===== config.mk =====
export PLATFORM = sky130hd
export DESIGN_NAME = touch_i2c_slave
export DESIGN_NICKNAME = d
export VERILOG_FILES = /design/src/touch_i2c_pkg.sv /design/src/stream_if.sv /design/src/touch_i2c_slave.sv /design/src/word_fifo.sv
export SDC_FILE = /design/constraint.sdc
export NUM_CORES = 1
export LEC_CHECK = 0
export ABC_AREA = 1
export BUFFER_PORTS_ARGS = -buffer_cell sky130_fd_sc_hd__buf_4
export CORE_MARGIN = 5
export CORE_UTILIZATION = 50
export CTS_CLUSTER_SIZE = 12
export DETAILED_ROUTE_END_ITERATION = 10
export GPL_TIMING_DRIVEN = 1
export PLACE_DENSITY = 0.7
export SLEW_MARGIN = 20
export SYNTH_ARGS = -nofsm -noshare
export SYNTH_HDL_FRONTEND = slang
export SYNTH_SLANG_ARGS = --single-unit
export TNS_END_PERCENT = 50

===== constraint.sdc =====
create_clock -name mclk -period 2.66 [get_ports mclk]
set_input_delay 0.133 -clock mclk [delete_from_list [all_inputs] [get_ports mclk]]
set_output_delay 0.133 -clock mclk [all_outputs]
set_load 0.03 [all_outputs]

===== src/touch_i2c_pkg.sv =====
// Shared constants and types for the touch controller two-wire slave front end.
package touch_i2c_pkg;

    // Slave address after reset: 1110011.
    localparam logic [6:0] ADDR_RESET = 7'h73;
    localparam logic [6:0] GCALL_ADDR = 7'h00;
    // Upper five bits 11110 of an address byte introduce extended addressing.
    localparam logic [4:0] TENBIT_PFX = 5'h1e;

    localparam logic [7:0] GUARD_FIRST = 8'h55;
    localparam logic [7:0] GUARD_SECOND = 8'haa;
    localparam logic [7:0] FACTORY_REG = 8'h00;
    localparam logic [7:0] FACTORY_VAL = 8'hff;
    localparam logic [7:0] IDLE_BYTE = 8'hff;

    localparam logic [3:0] BITS_PER_BYTE = 4'h8;
    localparam logic [7:0] RD_ADDR_RESET = 8'h00;
    localparam logic [7:0] SUM_RESET = 8'h00;

    // Link rates and the sampling margin they leave at the core clock.
    localparam int MCLK_KHZ = 250000;
    localparam int SCL_STD_KHZ = 100;
    localparam int SCL_FAST_KHZ = 400;
    localparam int FAST_HALF_CYCLES = MCLK_KHZ / (2 * SCL_FAST_KHZ);
    localparam int SYNC_LAT_CYCLES = 3;

    // Write queue: one word is {factory flag, register, value}.
    localparam int FIFO_DEPTH_DEF = 8;
    localparam int WR_WORD_W = 17;

    typedef enum logic [2:0] {
        ST_IDLE = 3'b000,
        ST_RX = 3'b001,
        ST_ACK = 3'b010,
        ST_HOLD = 3'b011,
        ST_TX = 3'b100,
        ST_MACK = 3'b101,
        ST_SR = 3'b110
    } link_st_t;

    typedef enum logic [3:0] {
        PH_ADDR = 4'b0000,
        PH_B1 = 4'b0001,
        PH_G2 = 4'b0010,
        PH_WREG = 4'b0011,
        PH_WVAL = 4'b0100,
        PH_WSUM = 4'b0101,
        PH_WDONE = 4'b0110,
        PH_SR = 4'b0111,
        PH_RD = 4'b1000,
        PH_CK = 4'b1001,
        PH_CKDONE = 4'b1010
    } cmd_ph_t;

endpackage


===== src/stream_if.sv =====
// Valid/ready word stream into and out of the link engine's write queue.
`timescale 1ns/1ps
interface stream_if #(
    parameter int WIDTH = 8
) ();
    logic valid;
    logic ready;
    logic [WIDTH-1:0] data;

    modport src (output valid, output data, input ready);
    modport snk (input valid, input data, output ready);
endinterface


===== src/touch_i2c_slave.sv =====
// Two-wire serial slave with protected register writes and checksummed reads.
//
// Operation
// - Works at 100 kHz and 400 kHz.
// - Seven-bit addresses only, extended addressing ignored.
// - First byte after Start: address plus direction.
// - Address programmable, resets to 1110011.
// - Start is data falling while clock high.
// - Stop is data rising while clock high.
// - Stop returns the whole interface to idle.
// - Data changes only while clock is low.
// - Accepted bytes acknowledged on the ninth clock.
// - General call and foreign addresses not acknowledged.
// - No acknowledge while stored writes are pending.
// - Start collision ignored, other collisions reset.
// - Repeated Start collision: data low or early clock.
// - Clock held low until write can be stored.
// - Malformed or interrupted commands abort without effect.
// - Write frame: guards, register, value, XOR checksum.
// - Value FF to register 00 restores factory settings.
// - Read frame: register, Repeated Start, read address.
// - Next read address returns XOR of previous read.
// - Read address advances after each sent byte.
// - Write released only after closing Stop.
// - Bad checksum discards the write frame.
// - Undefined command releases data, waits for Start.
`timescale 1ns/1ps
module touch_i2c_slave #(
    parameter int FIFO_DEPTH = touch_i2c_pkg::FIFO_DEPTH_DEF
)(
    input wire logic mclk,
    input wire logic rst_n,
    input wire logic scl_line,
    output logic scl_val,
    output logic scl_oe_n,
    input wire logic sda_line,
    output logic sda_val,
    output logic sda_oe_n,
    input wire logic addr_load,
    input wire logic [6:0] addr_new,
    input wire logic nv_busy,
    output logic wr_valid,
    output logic [7:0] wr_addr,
    output logic [7:0] wr_data,
    output logic wr_factory,
    input wire logic wr_ready,
    output logic [7:0] rd_addr,
    output logic rd_strobe,
    input wire logic [7:0] rd_data
);
    import touch_i2c_pkg::*;

    ////////////////////////////////////////////////////////////////////////////////
    logic scl_s1_r, scl_s2_r, scl_s3_r;
    logic sda_s1_r, sda_s2_r, sda_s3_r;
    link_st_t state_r;
    cmd_ph_t ph_r;
    cmd_ph_t ph_dec_w;
    logic [3:0] bitcnt_r;
    logic [7:0] shift_r, tx_r, sum_r, ck_r, wreg_r, wval_r, rd_addr_r;
    logic [6:0] own_addr_r;
    logic ack_r, mack_r, sr_ok_r, ck_valid_r, sent_r;
    logic sda_oe_n_r, scl_oe_n_r, rd_strobe_r;
    logic wr_valid_r, wr_factory_r;
    logic [7:0] wr_addr_r, wr_data_r;
    logic acc_w;

    stream_if #(.WIDTH(WR_WORD_W)) fill_s ();
    stream_if #(.WIDTH(WR_WORD_W)) drain_s ();

    word_fifo #(.WIDTH(WR_WORD_W), .DEPTH(FIFO_DEPTH)) u_fifo (
        .clk(mclk),
        .rst_n(rst_n),
        .fill(fill_s),
        .drain(drain_s)
    );

    ////////////////////////////////////////////////////////////////////////////////
    // Line events, all taken from the second and third synchroniser stages.
    wire scl_rise = scl_s2_r & ~scl_s3_r;
    wire scl_fall = ~scl_s2_r & scl_s3_r;
    wire start_det = scl_s2_r & scl_s3_r & ~sda_s2_r & sda_s3_r;
    wire stop_det = scl_s2_r & scl_s3_r & sda_s2_r & ~sda_s3_r;
    wire byte_done = (state_r == ST_RX) && scl_fall && (bitcnt_r == BITS_PER_BYTE);
    wire is_gcall = (shift_r[7:1] == GCALL_ADDR);
    wire is_tenbit = (shift_r[7:3] == TENBIT_PFX);
    wire addr_hit_w = (shift_r[7:1] == own_addr_r) && !is_gcall && !is_tenbit;
    wire busy_w = nv_busy | wr_valid_r | drain_s.valid;
    wire wr_is_factory = (wreg_r == FACTORY_REG) && (wval_r == FACTORY_VAL);
    wire rd_phase = (ph_r == PH_RD) || (ph_r == PH_CK);
    wire hold_need = (ph_r == PH_WDONE) && !fill_s.ready;
    wire load_w = ((state_r == ST_ACK) && scl_fall && ack_r && rd_phase)
        || ((state_r == ST_MACK) && scl_fall && mack_r);
    wire [7:0] tx_load_w = (ph_r == PH_RD) ? rd_data : ((ph_r == PH_CK) ? ck_r : IDLE_BYTE);

    assign fill_s.valid = stop_det && (ph_r == PH_WDONE);
    assign fill_s.data = {wr_is_factory, wreg_r, wval_r};
    assign drain_s.ready = ~wr_valid_r | wr_ready;

    assign scl_val = 1'b0;
    assign sda_val = 1'b0;
    assign scl_oe_n = scl_oe_n_r;
    assign sda_oe_n = sda_oe_n_r;
    assign wr_valid = wr_valid_r;
    assign wr_addr = wr_addr_r;
    assign wr_data = wr_data_r;
    assign wr_factory = wr_factory_r;
    assign rd_addr = rd_addr_r;
    assign rd_strobe = rd_strobe_r;

    ////////////////////////////////////////////////////////////////////////////////
    // Byte acceptance per command phase; a refused byte ends the command.
    always_comb begin
        acc_w = 1'b0;
        ph_dec_w = ph_r;
        case (ph_r)
            PH_ADDR: begin
                if (addr_hit_w && !busy_w) begin
                    if (!shift_r[0]) begin
                        acc_w = 1'b1;
                        ph_dec_w = PH_B1;
                    end else if (sr_ok_r) begin
                        acc_w = 1'b1;
                        ph_dec_w = PH_RD;
                    end else if (ck_valid_r) begin
                        acc_w = 1'b1;
                        ph_dec_w = PH_CK;
                    end
                end
            end
            PH_B1: begin
                acc_w = 1'b1;
                ph_dec_w = (shift_r == GUARD_FIRST) ? PH_G2 : PH_SR;
            end
            PH_G2: begin
                acc_w = (shift_r == GUARD_SECOND);
                ph_dec_w = PH_WREG;
            end
            PH_WREG: begin
                acc_w = 1'b1;
                ph_dec_w = PH_WVAL;
            end
            PH_WVAL: begin
                acc_w = 1'b1;
                ph_dec_w = PH_WSUM;
            end
            PH_WSUM: begin
                acc_w = (shift_r == sum_r);
                ph_dec_w = PH_WDONE;
            end
            default: begin
                acc_w = 1'b0;
                ph_dec_w = ph_r;
            end
        endcase
    end

    ////////////////////////////////////////////////////////////////////////////////
    // synchroniser margin
    // Three core cycles of latency against 312 per fast-mode half period leave ample room.
    always_ff @(posedge mclk or negedge rst_n) begin
        if (!rst_n) begin
            {scl_s1_r, scl_s2_r, scl_s3_r} <= 3'h7;
            {sda_s1_r, sda_s2_r, sda_s3_r} <= 3'h7;
        end else begin
            {scl_s1_r, scl_s2_r, scl_s3_r} <= {scl_line, scl_s1_r, scl_s2_r};
            {sda_s1_r, sda_s2_r, sda_s3_r} <= {sda_line, sda_s1_r, sda_s2_r};
        end
    end

    always_ff @(posedge mclk or negedge rst_n) begin
        if (!rst_n) begin
            wr_valid_r <= 1'b0;
            {wr_factory_r, wr_addr_r, wr_data_r} <= '0;
            own_addr_r <= ADDR_RESET;
        end else begin
            if (drain_s.ready) begin
                wr_valid_r <= drain_s.valid;
                {wr_factory_r, wr_addr_r, wr_data_r} <= drain_s.data;
            end
            if (addr_load) begin
                own_addr_r <= addr_new;
            end
        end
    end

    ////////////////////////////////////////////////////////////////////////////////
    // Link engine. Stop outranks Start, and both outrank the bit-level states.
    always_ff @(posedge mclk or negedge rst_n) begin
        if (!rst_n) begin
            state_r <= ST_IDLE;
            ph_r <= PH_ADDR;
            bitcnt_r <= 4'h0;
            {shift_r, tx_r, wreg_r, wval_r} <= '0;
            sum_r <= SUM_RESET;
            ck_r <= SUM_RESET;
            rd_addr_r <= RD_ADDR_RESET;
            {ack_r, mack_r, sr_ok_r, ck_valid_r, sent_r, rd_strobe_r} <= '0;
            sda_oe_n_r <= 1'b1;
            scl_oe_n_r <= 1'b1;
        end else begin
            rd_strobe_r <= 1'b0;
            if (stop_det) begin
                state_r <= ST_IDLE;
                ph_r <= PH_ADDR;
                sda_oe_n_r <= 1'b1;
                scl_oe_n_r <= 1'b1;
                if (ph_r == PH_RD && sent_r) begin
                    ck_valid_r <= 1'b1;
                end else if (ph_r == PH_CK || ph_r == PH_CKDONE) begin
                    ck_valid_r <= 1'b0;
                end
            end else if (start_det) begin
                state_r <= ST_RX;
                ph_r <= PH_ADDR;
                bitcnt_r <= 4'h0;
                sent_r <= 1'b0;
                sr_ok_r <= (state_r == ST_SR);
                sda_oe_n_r <= 1'b1;
            end else begin
                case (state_r)
                    ST_RX: begin
                        if (scl_rise) begin
                            shift_r <= {shift_r[6:0], sda_s2_r};
                            bitcnt_r <= bitcnt_r + 4'h1;
                        end
                        if (byte_done) begin
                            ack_r <= acc_w;
                            sda_oe_n_r <= ~acc_w;
                            state_r <= ST_ACK;
                            if (acc_w) begin
                                ph_r <= ph_dec_w;
                                sum_r <= (ph_r == PH_B1) ? shift_r : (sum_r ^ shift_r);
                                if (ph_r == PH_B1 && shift_r != GUARD_FIRST) begin
                                    rd_addr_r <= shift_r;
                                end
                                if (ph_r == PH_WREG) begin
                                    wreg_r <= shift_r;
                                end
                                if (ph_r == PH_WVAL) begin
                                    wval_r <= shift_r;
                                end
                            end
                        end
                    end
                    ST_ACK: begin
                        if (scl_fall) begin
                            bitcnt_r <= 4'h0;
                            if (!ack_r) begin
                                state_r <= ST_IDLE;
                                sda_oe_n_r <= 1'b1;
                            end else if (hold_need) begin
                                state_r <= ST_HOLD;
                                scl_oe_n_r <= 1'b0;
                                sda_oe_n_r <= 1'b1;
                            end else if (!rd_phase) begin
                                state_r <= (ph_r == PH_SR) ? ST_SR : ST_RX;
                                sda_oe_n_r <= 1'b1;
                            end
                        end
                    end
                    ST_HOLD: begin
                        if (fill_s.ready) begin
                            state_r <= ST_RX;
                            scl_oe_n_r <= 1'b1;
                        end
                    end
                    ST_TX: begin
                        if (scl_rise) begin
                            bitcnt_r <= bitcnt_r + 4'h1;
                            if (sda_oe_n_r && !sda_s2_r) begin
                                state_r <= ST_IDLE;
                            end
                        end
                        if (scl_fall) begin
                            if (bitcnt_r == BITS_PER_BYTE) begin
                                sda_oe_n_r <= 1'b1;
                                state_r <= ST_MACK;
                            end else begin
                                sda_oe_n_r <= tx_r[7];
                                tx_r <= {tx_r[6:0], 1'b1};
                            end
                        end
                    end
                    ST_MACK: begin
                        if (scl_rise) begin
                            mack_r <= ~sda_s2_r;
                        end
                        if (scl_fall && !mack_r) begin
                            state_r <= ST_IDLE;
                        end
                    end
                    ST_SR: begin
                        if ((scl_rise && !sda_s2_r) || scl_fall) begin
                            state_r <= ST_IDLE;
                        end
                    end
                    default: begin
                        state_r <= ST_IDLE;
                    end
                endcase
                if (load_w) begin
                    state_r <= ST_TX;
                    bitcnt_r <= 4'h0;
                    sda_oe_n_r <= tx_load_w[7];
                    tx_r <= {tx_load_w[6:0], 1'b1};
                    if (ph_r == PH_RD) begin
                        rd_addr_r <= rd_addr_r + 8'h01;
                        rd_strobe_r <= 1'b1;
                        ck_r <= sent_r ? (ck_r ^ rd_data) : rd_data;
                        sent_r <= 1'b1;
                    end else if (ph_r == PH_CK) begin
                        ph_r <= PH_CKDONE;
                    end
                end
            end
        end
    end
endmodule


===== src/word_fifo.sv =====
// Synchronous word FIFO with valid and ready on both sides.
`timescale 1ns/1ps
module word_fifo #(
    parameter int WIDTH = 17,
    parameter int DEPTH = 8
)(
    input wire logic clk,
    input wire logic rst_n,
    stream_if.snk fill,
    stream_if.src drain
);
    localparam int AW = (DEPTH > 1) ? $clog2(DEPTH) : 1;
    localparam logic [AW:0] FULL_COUNT = (AW + 1)'(DEPTH);

    logic [WIDTH-1:0] mem [DEPTH];
    logic [AW-1:0] wr_ptr_r;
    logic [AW-1:0] rd_ptr_r;
    logic [AW:0] count_r;

    function automatic logic [AW-1:0] ptr_inc(input logic [AW-1:0] p);
        return (p == AW'(DEPTH - 1)) ? '0 : p + 1'b1;
    endfunction

    wire push_w = fill.valid & fill.ready;
    wire pop_w = drain.valid & drain.ready;

    assign fill.ready = (count_r != FULL_COUNT);
    assign drain.valid = (count_r != '0);
    assign drain.data = mem[rd_ptr_r];

    always_ff @(posedge clk) begin
        if (push_w) begin
            mem[wr_ptr_r] <= fill.data;
        end
    end

    always_ff @(posedge clk or negedge rst_n) begin
        if (!rst_n) begin
            wr_ptr_r <= '0;
            rd_ptr_r <= '0;
            count_r <= '0;
        end else begin
            if (push_w) begin
                wr_ptr_r <= ptr_inc(wr_ptr_r);
            end
            if (pop_w) begin
                rd_ptr_r <= ptr_inc(rd_ptr_r);
            end
            if (push_w && !pop_w) begin
                count_r <= count_r + 1'b1;
            end else if (pop_w && !push_w) begin
                count_r <= count_r - 1'b1;
            end
        end
    end
endmodule

==> impl_metrics.ini <==
[route]
drt-vias-per-instance = 5.569
drt_pass1_iterations = 7
vias = 8632
drtAntennaViolNets = 0
drtIter0Drc = 655
drt_wl_total_um = 27300
drc_errors = 0
routedWlPerCell_um = 17.61

[timing]
final_max_slew_viol_count = 0
tightest_slew_ps = 790.4
grt_setup_unrepaired = true
timing.hold.ws_ps = 118.6
max_freq_mhz = 404.9
postLayoutSetupSlackWorst_ps = 190.4
final_hold_viol_count = 0
min_period_over_period = 0.9284
report.final.setup_viol = 0
worst_clock_skew_ps = 6.724
min_period_ps = 2470
worst_slew_margin_rel = 0.4698

[power]
power.share.sequential = 0.425
p_int_mw = 7.505
p_switching_mw = 3.640
peakVddDrop_mv = 0.4207
comb_power_share = 0.252
power_density_mw_per_mm2 = 827.9
power.clock.fraction = 0.323
share_of_total_power_consumed_by_net_switching = 0.3266
power_leakage_nw = 5.225

[layout]
num-fill-cells = 1831
n_antenna_cell = 0
final_net_count = 1277
final_core_util = 0.6000
multi_input_area_mm2 = 0.003840
register_area_mm2 = 0.007004
layout-drive-gt1-share = 0.1368
layout-area-overhead-vs-synth_pct = 18.93
design_area_mm2 = 0.01346

[critical_path]
critical_path_required_ps = 3130
cp_data_arrival_time_ps = 2930
critPathLaunchType = register
timing.setup.critical_path_class = register to register
setup.worst_path.end_class = register
critical_path.max_fanout = 5

[grt]
grt.total_usage = 0.2125
pin_count_of_the_biggest_net_entering_global_routing = 53
gr-total-overflow = 0
wire_length_of_the_first_global_routing_pass_um = 44860
grt_pass1_vias = 8619
grt_antenna_before_repair = 0

[synthesis]
async_reset_ff_frac = 0.4603
post_synthesis_area_per_instance_um2 = 9.946
yosys_most_used_dff = sky130_fd_sc_hd__edfxtp_1
synth-edff-count = 136
synthDistinctLibCells = 43
netlist_instances = 1138
postSynthRegisterBits = 252
syn_area_mm2 = 0.01132
ys_warn_count = 0
synth.yosys.seq_area_share = 0.6187

[clock_network]
tritoncts = done
clock_tree.htree_level_count = 1
cts.sinks = 252
clkLatencyLatePin_ps = 540
cts_root_buffer = sky130_fd_sc_hd__clkbuf_16
cts.repair_timing.setup_buffer_count = 0
cts_buffers = 27
clk_pin_slew_worst_paths_ps = 60
clk_path_buf_depth = 3

[floorplan]
die_area_mm2 = 0.02575
die_w_um = 160.5
floorplan.initialDensity = 0.5045
die_height_um = 160.5
std_cell_rows = 55
io_pins = 53
core_area_mm2 = 0.02243

[place]
dpl-instance-area_mm2 = 0.01228
routability_driven_placement_congestion_ratio = 0.9114
buffer_ports.inserted = 50
post-place-ws_ps = 111.8
hpwl_um = 17220

[run_status]
outcome = complete, no violations

[run]
timing.max_cap.violations = 0

[worst_hold_path]
class_of_the_most_critical_hold_timing_path = input port to register
path summary, 6_finish.rpt:
path,start,end,slack [ps],cells after the start
max in group asynchronous,rst_n,sda_s2_r,1690,3
worst max-delay path,scl_s2_r,u_fifo.count_r[3],190,14
worst max register to register,scl_s2_r,u_fifo.count_r[3],190,14
min in group asynchronous,rst_n,wr_data[5],190,2
worst min-delay path,nv_busy,ph_r[3],120,6
worst min register to register,sda_s1_r,sda_s2_r,350,0
synthesized netlist by cell type, drive strengths merged (5+ instances only):
cell type | instances | share of area
nor2 | 130 | 0.044
o221ai | 34 | 0.026
o31ai | 5 | 0.0033
o22ai | 9 | 0.0050
ha | 10 | 0.011
buf | 16 | 0.010
edfxtp | 136 | 0.36
nor3 | 20 | 0.0097
clkbuf | 32 | 0.011
xor2 | 15 | 0.012
nand3 | 59 | 0.027
dfrtp | 103 | 0.23
clkinv | 5 | 0.0017
a21boi | 6 | 0.0040
inv | 74 | 0.025
nand2 | 249 | 0.084
nand4 | 14 | 0.0077
xnor2 | 12 | 0.0093
dfstp | 13 | 0.030
o21ai | 162 | 0.072
a21oi | 17 | 0.0075
critical path, stage by stage (launching register included):
cell,delay [ps]
sky130_fd_sc_hd__dfstp_2,560
sky130_fd_sc_hd__nand2_1,60
sky130_fd_sc_hd__inv_1,70
sky130_fd_sc_hd__nand3_2,100
sky130_fd_sc_hd__inv_1,100
sky130_fd_sc_hd__nand3_1,130
sky130_fd_sc_hd__inv_1,100
sky130_fd_sc_hd__ha_1,180
sky130_fd_sc_hd__inv_1,100
sky130_fd_sc_hd__ha_1,300
sky130_fd_sc_hd__a21o_1,170
sky130_fd_sc_hd__a21oi_1,160
sky130_fd_sc_hd__nor2_1,60
sky130_fd_sc_hd__nor2_1,160
sky130_fd_sc_hd__xor2_1,150
per-layer routing:
metal	track usage	wire [um]	up-vias
met5	0.005682	0	-
met4	0.07079	842	0
met3	0.03336	1386	68
met2	0.3716	13510	245
met1	0.2708	11550	4165
li1	-	-	4154
sequential cells by signal, indices dropped and copies added (netlist names), 3 cells and up:
name	count
bitcnt_r	4
ck_r	8
own_addr_r	7
wr_addr	8
ph_r	4
u_fifo.mem	136
u_fifo.rd_ptr_r	3
u_fifo.count_r	4
wval_r	8
sum_r	8
wr_data	8
u_fifo.wr_ptr_r	3
tx_r	8
rd_addr	8
state_r	3
wreg_r	8
shift_r	8
cell type report:
type / instances / share of cell area
Clock buffer: 43 / 0.05763
Clock inverter: 7 / 0.005856
Inverter: 79 / 0.02203
Multi-Input combinational cell: 760 / 0.2853
Sequential cell: 252 / 0.5204
Tap cell: 285 / 0.02649
Timing Repair Buffer: 124 / 0.08236
layout by cell type (no fill, tap or decap), types with 4 or more instances in the layout:
cell                            netlist  layout
sky130_fd_sc_hd__a21boi_0             4       4
sky130_fd_sc_hd__a21oi_1             17      17
sky130_fd_sc_hd__buf_12               0       8
sky130_fd_sc_hd__buf_4                4      85
sky130_fd_sc_hd__clkbuf_1            32      12
sky130_fd_sc_hd__clkbuf_16            0      27
sky130_fd_sc_hd__clkbuf_8             0       4
sky130_fd_sc_hd__clkinv_1             5       5
sky130_fd_sc_hd__clkinv_2             0       4
sky130_fd_sc_hd__dfrtp_1            103     102
sky130_fd_sc_hd__dfstp_2             13      13
sky130_fd_sc_hd__dlygate4sd3_1        0      31
sky130_fd_sc_hd__edfxtp_1           136     136
sky130_fd_sc_hd__ha_1                10      10
sky130_fd_sc_hd__inv_1               70      70
sky130_fd_sc_hd__inv_2                4       4
sky130_fd_sc_hd__nand2_1            246     246
sky130_fd_sc_hd__nand3_1             57      56
sky130_fd_sc_hd__nand4_1             14      14
sky130_fd_sc_hd__nor2_1             126     125
sky130_fd_sc_hd__nor2_2               3       4
sky130_fd_sc_hd__nor3_1              18       9
sky130_fd_sc_hd__nor3_2               2      11
sky130_fd_sc_hd__nor4_1               4       4
sky130_fd_sc_hd__o21ai_0            143     143
sky130_fd_sc_hd__o21ai_1             19      19
sky130_fd_sc_hd__o221ai_1            34      34
sky130_fd_sc_hd__o22ai_1              9       9
sky130_fd_sc_hd__o31ai_1              5       5
sky130_fd_sc_hd__xnor2_1             12      12
sky130_fd_sc_hd__xor2_1              15      15
power groups by stage:
stage | Combinational (mW) | Sequential, mW | Clock (mW)
global route | 3.10 | 4.78 | 3.86
detailed placement | 2.76 | 4.79 | 0
floorplan | 1.59 | 4.97 | 0
CTS | 2.82 | 4.73 | 3.67
global placement | 2.71 | 4.78 | 0
finish | 2.81 | 4.73 | 3.60
cells by family (layout without fill, tap and decap cells):
group	after synthesis	after routing	synth area share
AO/OA/AOI/OAI	242	242	0.1239
other	1	2	0.0003313
AND/OR/NAND/NOR	477	477	0.1753
multiplexers	1	1	0.0009948
flip-flops	252	252	0.6187
buffers and inverters	127	253	0.04698
XOR/XNOR	27	27	0.02089
adder cells (fa/ha/maj)	11	11	0.01282
metrics by stage:
stage               total power, mW  instances  TNS, ps
floorplan                     6.564       1139   -28560
global placement              7.495       1469        0
detailed placement            7.559       1469        0
CTS                           11.22       1550        0
global route                  11.74       1550   -181.3
finish                        11.14       1550        0
repair_timing:
item,4_1_cts,5_1_grt
gates resized for setup,0,3
endpoints found under the setup margin,0,1
hold endpoints to repair,61,0
hold buffers,31,0
No activity file was read; power rests on OpenSTA's default activity.
